## config.mk

```make
export PLATFORM = sky130hd
export DESIGN_NAME = mca_core
export DESIGN_NICKNAME = d
export VERILOG_FILES = /design/src/mca_pkg.sv /design/src/mca_core.sv
export SDC_FILE = /design/constraint.sdc
export NUM_CORES = 1
export LEC_CHECK = 0
export CAP_MARGIN = 20
export CORE_MARGIN = 2
export CORE_UTILIZATION = 45
export DETAILED_ROUTE_END_ITERATION = 16
export DONT_BUFFER_PORTS = 1
export GPL_TIMING_DRIVEN = 0
export REMOVE_ABC_BUFFERS = 1
export SYNTH_ARGS = -nofsm -noshare
export SYNTH_HDL_FRONTEND = slang
export SYNTH_SLANG_ARGS = --single-unit
```

## constraint.sdc

```tcl
create_clock -name core_clk -period 3.7 [get_ports core_clk]
set_input_delay 0.37 -clock core_clk [delete_from_list [all_inputs] [get_ports core_clk]]
set_output_delay 0.37 -clock core_clk [all_outputs]
set_load 0.05 [all_outputs]
```

## src/mca_pkg.sv

```systemverilog
// Constants, opcodes and state layout of the core execution datapath.
package mca_pkg;
    localparam int PC_W = 12;
    localparam int STACK_DEPTH = 8;
    localparam int SP_W = 3;
    localparam int CLKS_PER_ICYCLE = 4;
    localparam logic [1:0] PHASE_LAST = 2'(CLKS_PER_ICYCLE - 1);
    localparam int ADDR_W = 5;
    localparam logic [ADDR_W-1:0] OFF_CMD = 5'h00;
    localparam logic [ADDR_W-1:0] OFF_OPND = 5'h04;
    localparam logic [ADDR_W-1:0] OFF_TABLE = 5'h08;
    localparam logic [ADDR_W-1:0] OFF_WREG = 5'h0C;
    localparam logic [ADDR_W-1:0] OFF_STATUS = 5'h10;
    localparam logic [ADDR_W-1:0] OFF_RESULT = 5'h14;
    localparam logic [ADDR_W-1:0] OFF_PC = 5'h18;
    localparam int CMD_OP_LSB = 0;
    localparam int CMD_TOMEM = 5;
    localparam int CMD_TOPCL = 6;
    localparam int CMD_BIT_LSB = 8;
    localparam int CMD_TGT_LSB = 16;
    localparam int ST_Z = 0;
    localparam int ST_C = 1;
    localparam int ST_NIB = 2;
    localparam int ST_SGN = 3;
    localparam int ST_GATE = 4;
    localparam int ST_BUSY = 5;
    localparam int ST_SKIP = 6;
    localparam int RES_WR = 8;
    localparam int RES_HIGH_LSB = 16;
    localparam int PC_CYC_LSB = 16;
    localparam logic [1:0] RESP_OKAY = 2'b00;
    localparam logic [1:0] RESP_SLVERR = 2'b10;
    localparam logic [7:0] BCD_LIMIT = 8'h09;
    localparam logic [7:0] BCD_LOW_FIX = 8'h06;
    localparam logic [7:0] BCD_HIGH_FIX = 8'h60;

    typedef enum logic [4:0] {
        OP_NOP   = 5'b00000, OP_ADD   = 5'b00001, OP_ADC   = 5'b00010,
        OP_SUB   = 5'b00011, OP_SUBB  = 5'b00100, OP_BCD   = 5'b00101,
        OP_AND   = 5'b00110, OP_OR    = 5'b00111, OP_XOR   = 5'b01000,
        OP_INV   = 5'b01001, OP_INC   = 5'b01010, OP_DEC   = 5'b01011,
        OP_ROR   = 5'b01100, OP_ROL   = 5'b01101, OP_RORF  = 5'b01110,
        OP_ROLF  = 5'b01111, OP_LDW   = 5'b10000, OP_STW   = 5'b10001,
        OP_LDI   = 5'b10010, OP_BCLR  = 5'b10011, OP_BSET  = 5'b10100,
        OP_GOTO  = 5'b10101, OP_CALL  = 5'b10110, OP_EXIT  = 5'b10111,
        OP_IEXIT = 5'b11000, OP_SKZ   = 5'b11001, OP_SKBZ  = 5'b11010,
        OP_SKBNZ = 5'b11011, OP_TABRD = 5'b11100
    } mca_op_t;

    typedef struct packed {
        logic                                awReady;
        logic                                wReady;
        logic                                arReady;
        logic [ADDR_W-1:0]                   awAddr;
        logic                                awHeld;
        logic [31:0]                         wData;
        logic [3:0]                          wStrb;
        logic                                wHeld;
        logic                                bvalid;
        logic [1:0]                          bresp;
        logic                                rvalid;
        logic [31:0]                         rdata;
        logic [1:0]                          rresp;
        logic [7:0]                          wreg;
        logic [7:0]                          operand;
        logic [15:0]                         tableWord;
        logic [7:0]                          tableHigh;
        logic [7:0]                          memResult;
        logic                                memWrite;
        logic                                z;
        logic                                c;
        logic                                nib;
        logic                                sgn;
        logic                                gate;
        logic                                busy;
        logic                                skipped;
        logic [1:0]                          clkPhase;
        logic [1:0]                          cyclesLeft;
        logic [1:0]                          lastCycles;
        logic [PC_W-1:0]                     pc;
        logic [SP_W-1:0]                     sp;
        logic [STACK_DEPTH-1:0][PC_W-1:0]    stack;
    } mca_state_t;
endpackage

```

## src/mca_core.sv

```systemverilog
// Execution datapath of the 8-bit core with cycle timing, behind an AXI4-Lite slave.
`timescale 1ns/100ps
`default_nettype none
module mca_core
    import mca_pkg::*;
(
    input  wire logic              core_clk,
    input  wire logic              sys_rst,
    input  wire logic [ADDR_W-1:0] awaddr,
    input  wire logic              awvalid,
    output logic                   awready,
    input  wire logic [31:0]       wdata,
    input  wire logic [3:0]        wstrb,
    input  wire logic              wvalid,
    output logic                   wready,
    output logic [1:0]             bresp,
    output logic                   bvalid,
    input  wire logic              bready,
    input  wire logic [ADDR_W-1:0] araddr,
    input  wire logic              arvalid,
    output logic                   arready,
    output logic [31:0]            rdata,
    output logic [1:0]             rresp,
    output logic                   rvalid,
    input  wire logic              rready
);
    mca_state_t r;
    mca_state_t next_r;

    // Returns {signed wrap, nibble wrap, carry, result}; for subtraction the
    // carry and nibble outputs read high on a borrow.
    function automatic logic [10:0] addSub(input logic [7:0] a, input logic [7:0] b,
                                           input logic cin, input logic sub);
        logic [7:0] bx;
        logic [4:0] lo;
        logic [8:0] full;
        logic       ovf;
        bx = sub ? ~b : b;
        lo = 5'(a[3:0]) + 5'(bx[3:0]) + 5'(cin ^ sub);
        full = 9'(a) + 9'(bx) + 9'(cin ^ sub);
        ovf = (a[7] == bx[7]) && (full[7] != a[7]);
        return {ovf, lo[4] ^ sub, full[8] ^ sub, full[7:0]};
    endfunction

    function automatic logic [31:0] laneMerge(input logic [31:0] old, input logic [31:0] nw,
                                              input logic [3:0] strb);
        logic [31:0] m;
        m = {{8{strb[3]}}, {8{strb[2]}}, {8{strb[1]}}, {8{strb[0]}}};
        return (old & ~m) | (nw & m);
    endfunction

    logic            issueNow;
    mca_op_t         issueOp;
    assign issueNow = r.awHeld && r.wHeld && !r.bvalid && r.awAddr == OFF_CMD && !r.busy;
    assign issueOp = mca_op_t'(r.wData[CMD_OP_LSB +: 5]);

    always_comb begin
        logic [31:0]     d;
        logic [7:0]      o;
        logic [7:0]      res;
        logic [10:0]     as;
        logic [8:0]      bcd;
        logic [2:0]      bitIx;
        logic [1:0]      cyc;
        logic            hasRes;
        logic            toMem;
        logic            skip;
        logic [PC_W-1:0] nextPc;
        d = '0;
        o = r.operand;
        res = '0;
        as = '0;
        bcd = '0;
        bitIx = '0;
        cyc = 2'd1;
        hasRes = 1'b0;
        toMem = 1'b0;
        skip = 1'b0;
        nextPc = r.pc + PC_W'(1);
        next_r = r;
        if (awvalid && r.awReady) begin
            next_r.awAddr = awaddr;
            next_r.awHeld = 1'b1;
        end
        if (wvalid && r.wReady) begin
            next_r.wData = wdata;
            next_r.wStrb = wstrb;
            next_r.wHeld = 1'b1;
        end
        if (r.bvalid && bready) begin
            next_r.bvalid = 1'b0;
        end
        if (r.rvalid && rready) begin
            next_r.rvalid = 1'b0;
        end
        if (r.busy) begin
            next_r.clkPhase = r.clkPhase + 2'd1;
            if (r.clkPhase == PHASE_LAST) begin
                if (r.cyclesLeft == 2'd0) begin
                    next_r.busy = 1'b0;
                end else begin
                    next_r.cyclesLeft = r.cyclesLeft - 2'd1;
                end
            end
        end
        if (r.awHeld && r.wHeld && !r.bvalid) begin
            next_r.awHeld = 1'b0;
            next_r.wHeld = 1'b0;
            next_r.bvalid = 1'b1;
            next_r.bresp = RESP_OKAY;
            case (r.awAddr)
                OFF_CMD: d = laneMerge(32'h0000_0000, r.wData, r.wStrb);
                OFF_OPND: begin
                    d = laneMerge({24'h00_0000, r.operand}, r.wData, r.wStrb);
                    next_r.operand = d[7:0];
                end
                OFF_TABLE: begin
                    d = laneMerge({16'h0000, r.tableWord}, r.wData, r.wStrb);
                    next_r.tableWord = d[15:0];
                end
                OFF_WREG: begin
                    d = laneMerge({24'h00_0000, r.wreg}, r.wData, r.wStrb);
                    if (!r.busy) begin
                        next_r.wreg = d[7:0];
                    end
                end
                OFF_STATUS: begin
                    d = laneMerge(32'h0000_0000, r.wData, r.wStrb);
                    if (!r.busy && r.wStrb[0]) begin
                        next_r.z = d[ST_Z];
                        next_r.c = d[ST_C];
                        next_r.nib = d[ST_NIB];
                        next_r.sgn = d[ST_SGN];
                        next_r.gate = d[ST_GATE];
                    end
                end
                OFF_PC: begin
                    d = laneMerge({20'h0_0000, r.pc}, r.wData, r.wStrb);
                    if (!r.busy) begin
                        next_r.pc = d[PC_W-1:0];
                    end
                end
                OFF_RESULT: d = '0;
                default: next_r.bresp = RESP_SLVERR;
            endcase
        end
        if (issueNow) begin
            bitIx = r.wData[CMD_BIT_LSB +: 3];
            toMem = r.wData[CMD_TOMEM];
            next_r.memWrite = 1'b0;
            case (issueOp)
                OP_ADD, OP_ADC, OP_SUB, OP_SUBB: begin
                    // Both immediate and memory forms take the byte from the operand register.
                    as = addSub(r.wreg, o, (issueOp == OP_ADC || issueOp == OP_SUBB) && r.c,
                                issueOp == OP_SUB || issueOp == OP_SUBB);
                    res = as[7:0];
                    hasRes = 1'b1;
                    next_r.c = as[8];
                    next_r.nib = as[9];
                    next_r.sgn = as[10];
                    next_r.z = (res == 8'h00);
                end
                OP_BCD: begin
                    bcd = {1'b0, r.wreg};
                    if (r.wreg[3:0] > BCD_LIMIT[3:0] || r.nib) begin
                        bcd = bcd + {1'b0, BCD_LOW_FIX};
                    end
                    if (bcd[7:4] > BCD_LIMIT[3:0] || r.c || bcd[8]) begin
                        bcd = {1'b0, bcd[7:0]} + {1'b0, BCD_HIGH_FIX} + {bcd[8], 8'h00};
                    end
                    res = bcd[7:0];
                    hasRes = 1'b1;
                    toMem = 1'b1;
                    next_r.c = r.c | bcd[8];
                end
                OP_AND, OP_OR, OP_XOR, OP_INV, OP_INC, OP_DEC: begin
                    case (issueOp)
                        OP_AND: res = r.wreg & o;
                        OP_OR: res = r.wreg | o;
                        OP_XOR: res = r.wreg ^ o;
                        OP_INV: res = ~o;
                        OP_INC: res = o + 8'h01;
                        default: res = o - 8'h01;
                    endcase
                    hasRes = 1'b1;
                    next_r.z = (res == 8'h00);
                end
                OP_ROR, OP_ROL: begin
                    res = (issueOp == OP_ROR) ? {o[0], o[7:1]} : {o[6:0], o[7]};
                    hasRes = 1'b1;
                end
                OP_RORF, OP_ROLF: begin
                    res = (issueOp == OP_RORF) ? {r.c, o[7:1]} : {o[6:0], r.c};
                    next_r.c = (issueOp == OP_RORF) ? o[0] : o[7];
                    hasRes = 1'b1;
                end
                OP_LDW, OP_LDI: begin
                    res = o;
                    hasRes = 1'b1;
                    toMem = 1'b0;
                end
                OP_STW: begin
                    res = r.wreg;
                    hasRes = 1'b1;
                    toMem = 1'b1;
                end
                OP_BCLR, OP_BSET: begin
                    res = o;
                    res[bitIx] = (issueOp == OP_BSET);
                    hasRes = 1'b1;
                    toMem = 1'b1;
                end
                OP_GOTO: begin
                    nextPc = r.wData[CMD_TGT_LSB +: PC_W];
                    cyc = 2'd2;
                end
                OP_CALL: begin
                    next_r.stack[r.sp] = r.pc + PC_W'(1);
                    next_r.sp = r.sp + SP_W'(1);
                    nextPc = r.wData[CMD_TGT_LSB +: PC_W];
                    cyc = 2'd2;
                end
                OP_EXIT, OP_IEXIT: begin
                    next_r.sp = r.sp - SP_W'(1);
                    nextPc = r.stack[r.sp - SP_W'(1)];
                    next_r.gate = r.gate | (issueOp == OP_IEXIT);
                    cyc = 2'd2;
                end
                OP_SKZ, OP_SKBZ, OP_SKBNZ: begin
                    case (issueOp)
                        OP_SKZ: skip = (o == 8'h00);
                        OP_SKBZ: skip = !o[bitIx];
                        default: skip = o[bitIx];
                    endcase
                    if (skip) begin
                        nextPc = r.pc + PC_W'(2);
                        cyc = 2'd2;
                    end
                end
                OP_TABRD: begin
                    res = r.tableWord[7:0];
                    next_r.tableHigh = r.tableWord[15:8];
                    hasRes = 1'b1;
                    toMem = 1'b1;
                    cyc = 2'd2;
                end
                default: begin
                    res = '0;
                end
            endcase
            if (hasRes && toMem) begin
                next_r.memResult = res;
                next_r.memWrite = 1'b1;
                if (r.wData[CMD_TOPCL]) begin
                    nextPc = {r.pc[PC_W-1:8], res};
                    cyc = cyc + 2'd1;
                end
            end else if (hasRes) begin
                next_r.wreg = res;
            end
            next_r.pc = nextPc;
            next_r.skipped = skip;
            next_r.busy = 1'b1;
            next_r.clkPhase = 2'd0;
            next_r.cyclesLeft = cyc - 2'd1;
            next_r.lastCycles = cyc;
        end
        if (arvalid && r.arReady) begin
            next_r.rvalid = 1'b1;
            next_r.rresp = RESP_OKAY;
            next_r.rdata = '0;
            case (araddr)
                OFF_CMD: next_r.rdata = '0;
                OFF_OPND: next_r.rdata[7:0] = r.operand;
                OFF_TABLE: next_r.rdata[15:0] = r.tableWord;
                OFF_WREG: next_r.rdata[7:0] = r.wreg;
                OFF_STATUS: begin
                    next_r.rdata[ST_Z] = r.z;
                    next_r.rdata[ST_C] = r.c;
                    next_r.rdata[ST_NIB] = r.nib;
                    next_r.rdata[ST_SGN] = r.sgn;
                    next_r.rdata[ST_GATE] = r.gate;
                    next_r.rdata[ST_BUSY] = r.busy;
                    next_r.rdata[ST_SKIP] = r.skipped;
                end
                OFF_RESULT: begin
                    next_r.rdata[7:0] = r.memResult;
                    next_r.rdata[RES_WR] = r.memWrite;
                    next_r.rdata[RES_HIGH_LSB +: 8] = r.tableHigh;
                end
                OFF_PC: begin
                    next_r.rdata[PC_W-1:0] = r.pc;
                    next_r.rdata[PC_CYC_LSB +: 2] = r.lastCycles;
                end
                default: next_r.rresp = RESP_SLVERR;
            endcase
        end
        next_r.awReady = !next_r.awHeld;
        next_r.wReady = !next_r.wHeld;
        next_r.arReady = !next_r.rvalid;
    end

    always_ff @(posedge core_clk) begin
        if (sys_rst) begin
            r <= '0;
        end else begin
            r <= next_r;
        end
    end

    assign awready = r.awReady;
    assign wready = r.wReady;
    assign bvalid = r.bvalid;
    assign bresp = r.bresp;
    assign arready = r.arReady;
    assign rvalid = r.rvalid;
    assign rdata = r.rdata;
    assign rresp = r.rresp;
endmodule
`default_nettype wire

```

* Word-level counts from Yosys, hierarchy flattened *
Cells that the tools add are included.

word-level totals
  register bits after elaboration = 243
  bits in latches = 0
  RAM bits = 0
  ROM bits = 0
  output and inout port bits = 41
  logic and storage cells = 278
  memories kept = 0

operators by class
  add/subtract/negate cells = 17
  multipliers = 0
  divide/modulo/power cells = 0
  magnitude comparators = 7
  equality and inequality tests = 46
  shifts and indexed selects = 0
  mux-type cells = 86
  bitwise logic cells = 20
  reduce and logical (&&, ||, !) cells = 62

operators with widths
  operator                                                                number
  124-bit two-way mux                                                     1
  96-bit bitwise mux                                                      1
  12-bit two-way mux                                                      8
  96-bit two-way mux                                                      1
  5-bit equality test (second input constant)                             19
  8-bit two-way mux                                                       11
  8-bit one-hot mux with 9 select lines                                   1
  5-bit by 4-bit equality test with 1-bit output (second input constant)  12
  9-bit two-way mux                                                       6
  7-bit one-hot mux with 6 select lines                                   1
  8-bit one-hot mux with 5 select lines                                   1
  12-bit binary-select mux with 3-bit select                              1
  12-bit demux with 3-bit select                                          1
  12-bit one-hot mux with 3 select lines                                  1
  35-bit two-way mux                                                      1
  16-bit bitwise AND                                                      2
  32-bit two-way mux                                                      1
  5-bit by 3-bit equality test with 1-bit output (second input constant)  6
  8-bit bitwise AND                                                       3
  8-bit logical NOT                                                       3
  8-bit bitwise OR                                                        3
  21-bit OR reduction                                                     1
  2-bit two-way mux                                                       10
  1-bit two-way mux                                                       19
  61 further kinds                                                        124

* Depth between registers and ports, before layout *
  depth after elaboration = 15
  gate-level depth with buffers = 17
  depth with buffers taken out = 13

* Worst setup path before layout *
Ideal clock, no wire load.

  path kind = reg-to-reg
  from = register r (netlist bit issueOp[0])
  to = register r[123] in the netlist's numbering
  data arrival time = 3998 ps
  required time = 3626 ps
  path slack = -372 ps
  stages on the path, launching flop included = 15
  buffers on the path = 4
  period minus slack after synthesis = 4072 ps
  path through = dfxtp_1 clkbuf_1 buf_2 buf_2 buf_1 nor2_1 a21oi_1 nor3_1 fa_1 fa_1 xor2_1 or3_1 or4_1 or4_1 a31oi_1

between the ends
  word-level cells in the longest chain between the ends = 8
  elaborated cells on any way between the ends = 30
  classes of those cells = add/sub: 2; eq/ne: 10; mux: 9; bitwise: 2; reduce/logical: 7

RTL lines
  item                                                                                RTL line                          source
  start, declared                                                                     mca_core.sv:27                    mca_state_t r;
  start signal, assigned                                                              mca_core.sv:307                   r <= next_r;
  5-bit by 2-bit equality test with 1-bit output, or another cell as far along        mca_core.sv:151, mca_core.sv:155
  1-bit logical OR, on equally long branches                                          mca_core.sv:155, mca_core.sv:154
  8-bit two-way mux / 1-bit logical AND (equally long branches)                       mca_core.sv:38, mca_core.sv:154
  8-bit by 8-bit adder with 9-bit output / 1-bit bitwise XOR (equally long branches)  mca_core.sv:40                    full = 9'(a) + 9'(bx) + 9'(cin ^ sub);
  9-bit by 1-bit adder with 9-bit output                                              mca_core.sv:40
  8-bit logical NOT                                                                   mca_core.sv:161                   next_r.z = (res == 8'h00);
  1-bit one-hot mux with 2 select lines                                               mca_core.sv:151                   case (issueOp)
  124-bit two-way mux *                                                               mca_core.sv:147                   if (issueNow) begin

Every way passes the cells marked *; elsewhere a longest branch is shown, timed or not. The select of a mux whose other input is x is not followed.
A chain may end at the register's enable or synchronous reset.

* Worst setup path in the final report *
  from = register r (netlist bit issueOp[2])
  to = register r[123] in the netlist's numbering

between the ends
  word-level cells in the longest chain between the ends = 8
  elaborated cells on any way between the ends = 26
  classes of those cells = add/sub: 2; eq/ne: 10; mux: 6; bitwise: 1; reduce/logical: 7

RTL lines
  item                                                                                RTL line
  5-bit by 2-bit equality test with 1-bit output, or another cell as far along        mca_core.sv:151, mca_core.sv:155
  1-bit logical OR, on equally long branches                                          mca_core.sv:155, mca_core.sv:154
  8-bit two-way mux / 1-bit logical AND (equally long branches)                       mca_core.sv:38, mca_core.sv:154
  8-bit by 8-bit adder with 9-bit output / 1-bit bitwise XOR (equally long branches)  mca_core.sv:40
  9-bit by 1-bit adder with 9-bit output                                              mca_core.sv:40
  8-bit logical NOT                                                                   mca_core.sv:161
  1-bit one-hot mux with 2 select lines *                                             mca_core.sv:151
  124-bit two-way mux *                                                               mca_core.sv:147

Marks and branches as above.

==> results.cfg <==
[timing]
hold_slack_ns = 0.00110
maxSlewHeadroom_pct = 26.3
min_period_ns = 3.59
finalCritPeriodShare_pct = 97.1
setup_viol = 0
fin_skew_ns = 0.0155
totalNegativeSetupSlack_ns = 0
rsz0062_at_grt = false
tightest_slew_ns = 1.10
max_freq_mhz = 278
hold_violations = 0
drv_slew = 0

[worst_setup_path]
worstSetupEndpointType = flop
worstPathCellList = buf_16 > and3b_2 > o21ai_4 > xnor2_2 > fa_2 > fa_2 > xor2_1 > or3_1 > or4_1 > or4_1 > a31oi_1
required_ns = 4.17
critical_path_class = flop to flop
critPathArrivalTime_ns = 4.06
crit_path_max_fanout = 11
max_stage_delay_ns = 0.51
cp_slowest_cell = or4_1
cp-start-kind = flop

[floorplan]
start_util_pct = 45.3
die_w_um = 182
die_y_um = 182
core_um2 = 31300
die-area_um2 = 33000
io_pins = 94
num_rows = 65

[yosys]
syn_inst = 1704
syn_area_per_cell_um2 = 8.33
async_flop_share_pct = 0
synth-edff-count = 0
synth_flop_cell = dfxtp_1
synth_area_um2 = 14200
yosysSeqAreaShare_pct = 34.0
yosysWarnings = 0
synth-seq-cells = 241
yosysUniqueCellTypes = 89

[drt]
via_count = 12900
drt_iter0_drc = 1224
drcViolationCount = 0
drt_wl_total_mm = 47.1
via_per_inst = 6.18
drt_pass1_iterations = 7
ant_nets = 0
wl_per_cell_um = 22.5

[placed_design]
io_buffers = 0
gp_congestion = 0.935
place_hpwl_mm = 31.1

[pwr]
fin_total_pwr_uw = 5980
p_leak_uw = 0.00613
peakVddDrop_mv = 0.322
power_density_nw_per_um2 = 369

[global_route]
grt_pass1_wl_mm = 71.5
grtUsageTotal_pct = 27.6
antenna_found_initial = 1
grt_pass1_vias = 11900
grt_overflow = 0
grt_max_degree = 104

[clocking]
cts.clk_slew.worst_paths_ns = 0.06
clk_latency_ns = 0.54
cts_tree = built
root_buffer = clkbuf_16
cts_htree_levels = 1
numCtsBuffers = 27
clockBufferDepth = 3
cts_sinks = 241

[layout]
layout_common_cells = nor2_1, dfxtp_1, nand2_1, a21oi_1, mux2i_1
layout_commonest_cell = nor2_1
drive_gt1_share_pct = 11.1
area_delta_synth_final_pct = 14.1
n_antenna_cell = 0
fin_nets = 1765

[worst_hold_path]
hold_path.class = input pin to flop

[run]
drv_cap = 0

[run_status]
outcome = finished clean
==> critical path: cells and delay by family (launching register included) <==
kind	cells	cell delay [ns]
buffers and inverters	1	0.15
DFF	1	0.39
adders and majority gates	2	0.77
and+or+nand+nor	4	1.56
AOI/OAI and AO/OA	2	0.35
xor gates and xnor gates	2	0.28
==> worst paths after layout <==
kind | slack (ns) | endpoint | startpoint | cells past startpoint
hold / removal | 0.001 | r[252] | awaddr[3] | 2
hold reg to reg | 0.46 | r[133] | r[133] | 2
setup / recovery | 0.11 | r[123] | issueOp[2] | 11
setup reg to reg | 0.11 | r[123] | issueOp[2] | 11
==> routing by layer <==
metal	vias to the layer above	part of all wire (%)	wire (µm)	GRT usage (%)
li1	6029	-	-	-
met1	6257	44	20900	38.4
met2	538	46	21500	44.7
met3	102	7.0	3300	4.15
met4	2	3.0	1420	7.51
met5	-	0.017	8	0
==> logic make-up (layout without fill, tap and decap cells) <==
logic type      after synthesis  after routing  share of synthesized area [%]
xor+xnor                     53             53                           3.27
mux                         148            148                           13.0
fa+ha+maj                    40             40                           3.68
compound gates              377            377                           18.5
buf+inv                     223            200                           7.23
flops                       241            241                           34.0
other cells                   1             10                         0.0264
simple gates                621            621                           20.3
==> area by class of cell <==
class	instances	area [µm²]
multi-input combinational	1249	8530
fill	2914	15100
timing repair buffer	112	1240
clock buffer	36	779
sequential	241	4840
clock inverter	11	143
inverter	41	154
tap	402	503
==> report_power, final <==
group          switching [µW]  leakage (µW)  internal (µW)
Clock                    1120      0.000453           1680
Combinational             270       0.00372            166
Sequential                111       0.00195           2630
Total                    1500       0.00613           4480
==> cells in the mapped netlist (11+ instances only) <==
cell type	count	area share, %
ha_1	37	3.3
nor2_1	239	6.3
nor3_1	35	1.2
o221ai_1	11	0.68
o21ai_0	45	1.6
dfxtp_1	241	34
nand4_1	20	0.88
nand3_1	51	1.8
buf_4	37	2.0
a21oi_1	105	3.7
mux4_2	26	4.1
nand2b_1	11	0.48
buf_2	27	0.95
xor2_1	15	0.93
xnor2_1	38	2.3
inv_1	40	1.1
a211oi_1	78	4.1
clkbuf_1	105	2.8
mux2i_1	100	7.1
and3_1	14	0.62
nor2b_1	21	0.93
mux2_2	21	1.7
nand2_1	160	4.2
==> stage by stage <==
| step | std cells | utilization [%] | instance area, µm² | setup slack [ns] |
|---|---|---|---|---|
| after detailed placement | 1956 | 45.5 | 14300 | -1.45 |
| after CTS | 2079 | 51.2 | 16000 | 0.0000124 |
| final | 2092 | 51.7 | 16200 | 0.106 |
| after floorplan | 1531 | - | 13400 | -1.35 |
| after global placement | 1933 | 44.3 | 13900 | -3.34 |
| after global routing | 2092 | 51.7 | 16200 | 0.00384 |
==> what timing repair did <==
| action | in CTS | in global routing |
|---|---|---|
| hold buffers | 69 | 0 |
| gates cloned | 0 | 1 |
| setup buffers | 7 | 11 |
| endpoints found under the setup margin | 76 | 46 |
| pin swaps | 5 | 4 |
| hold endpoints to repair | 148 | 0 |
| gates resized for setup | 24 | 10 |
No activity file was read; power rests on OpenSTA's default activity.
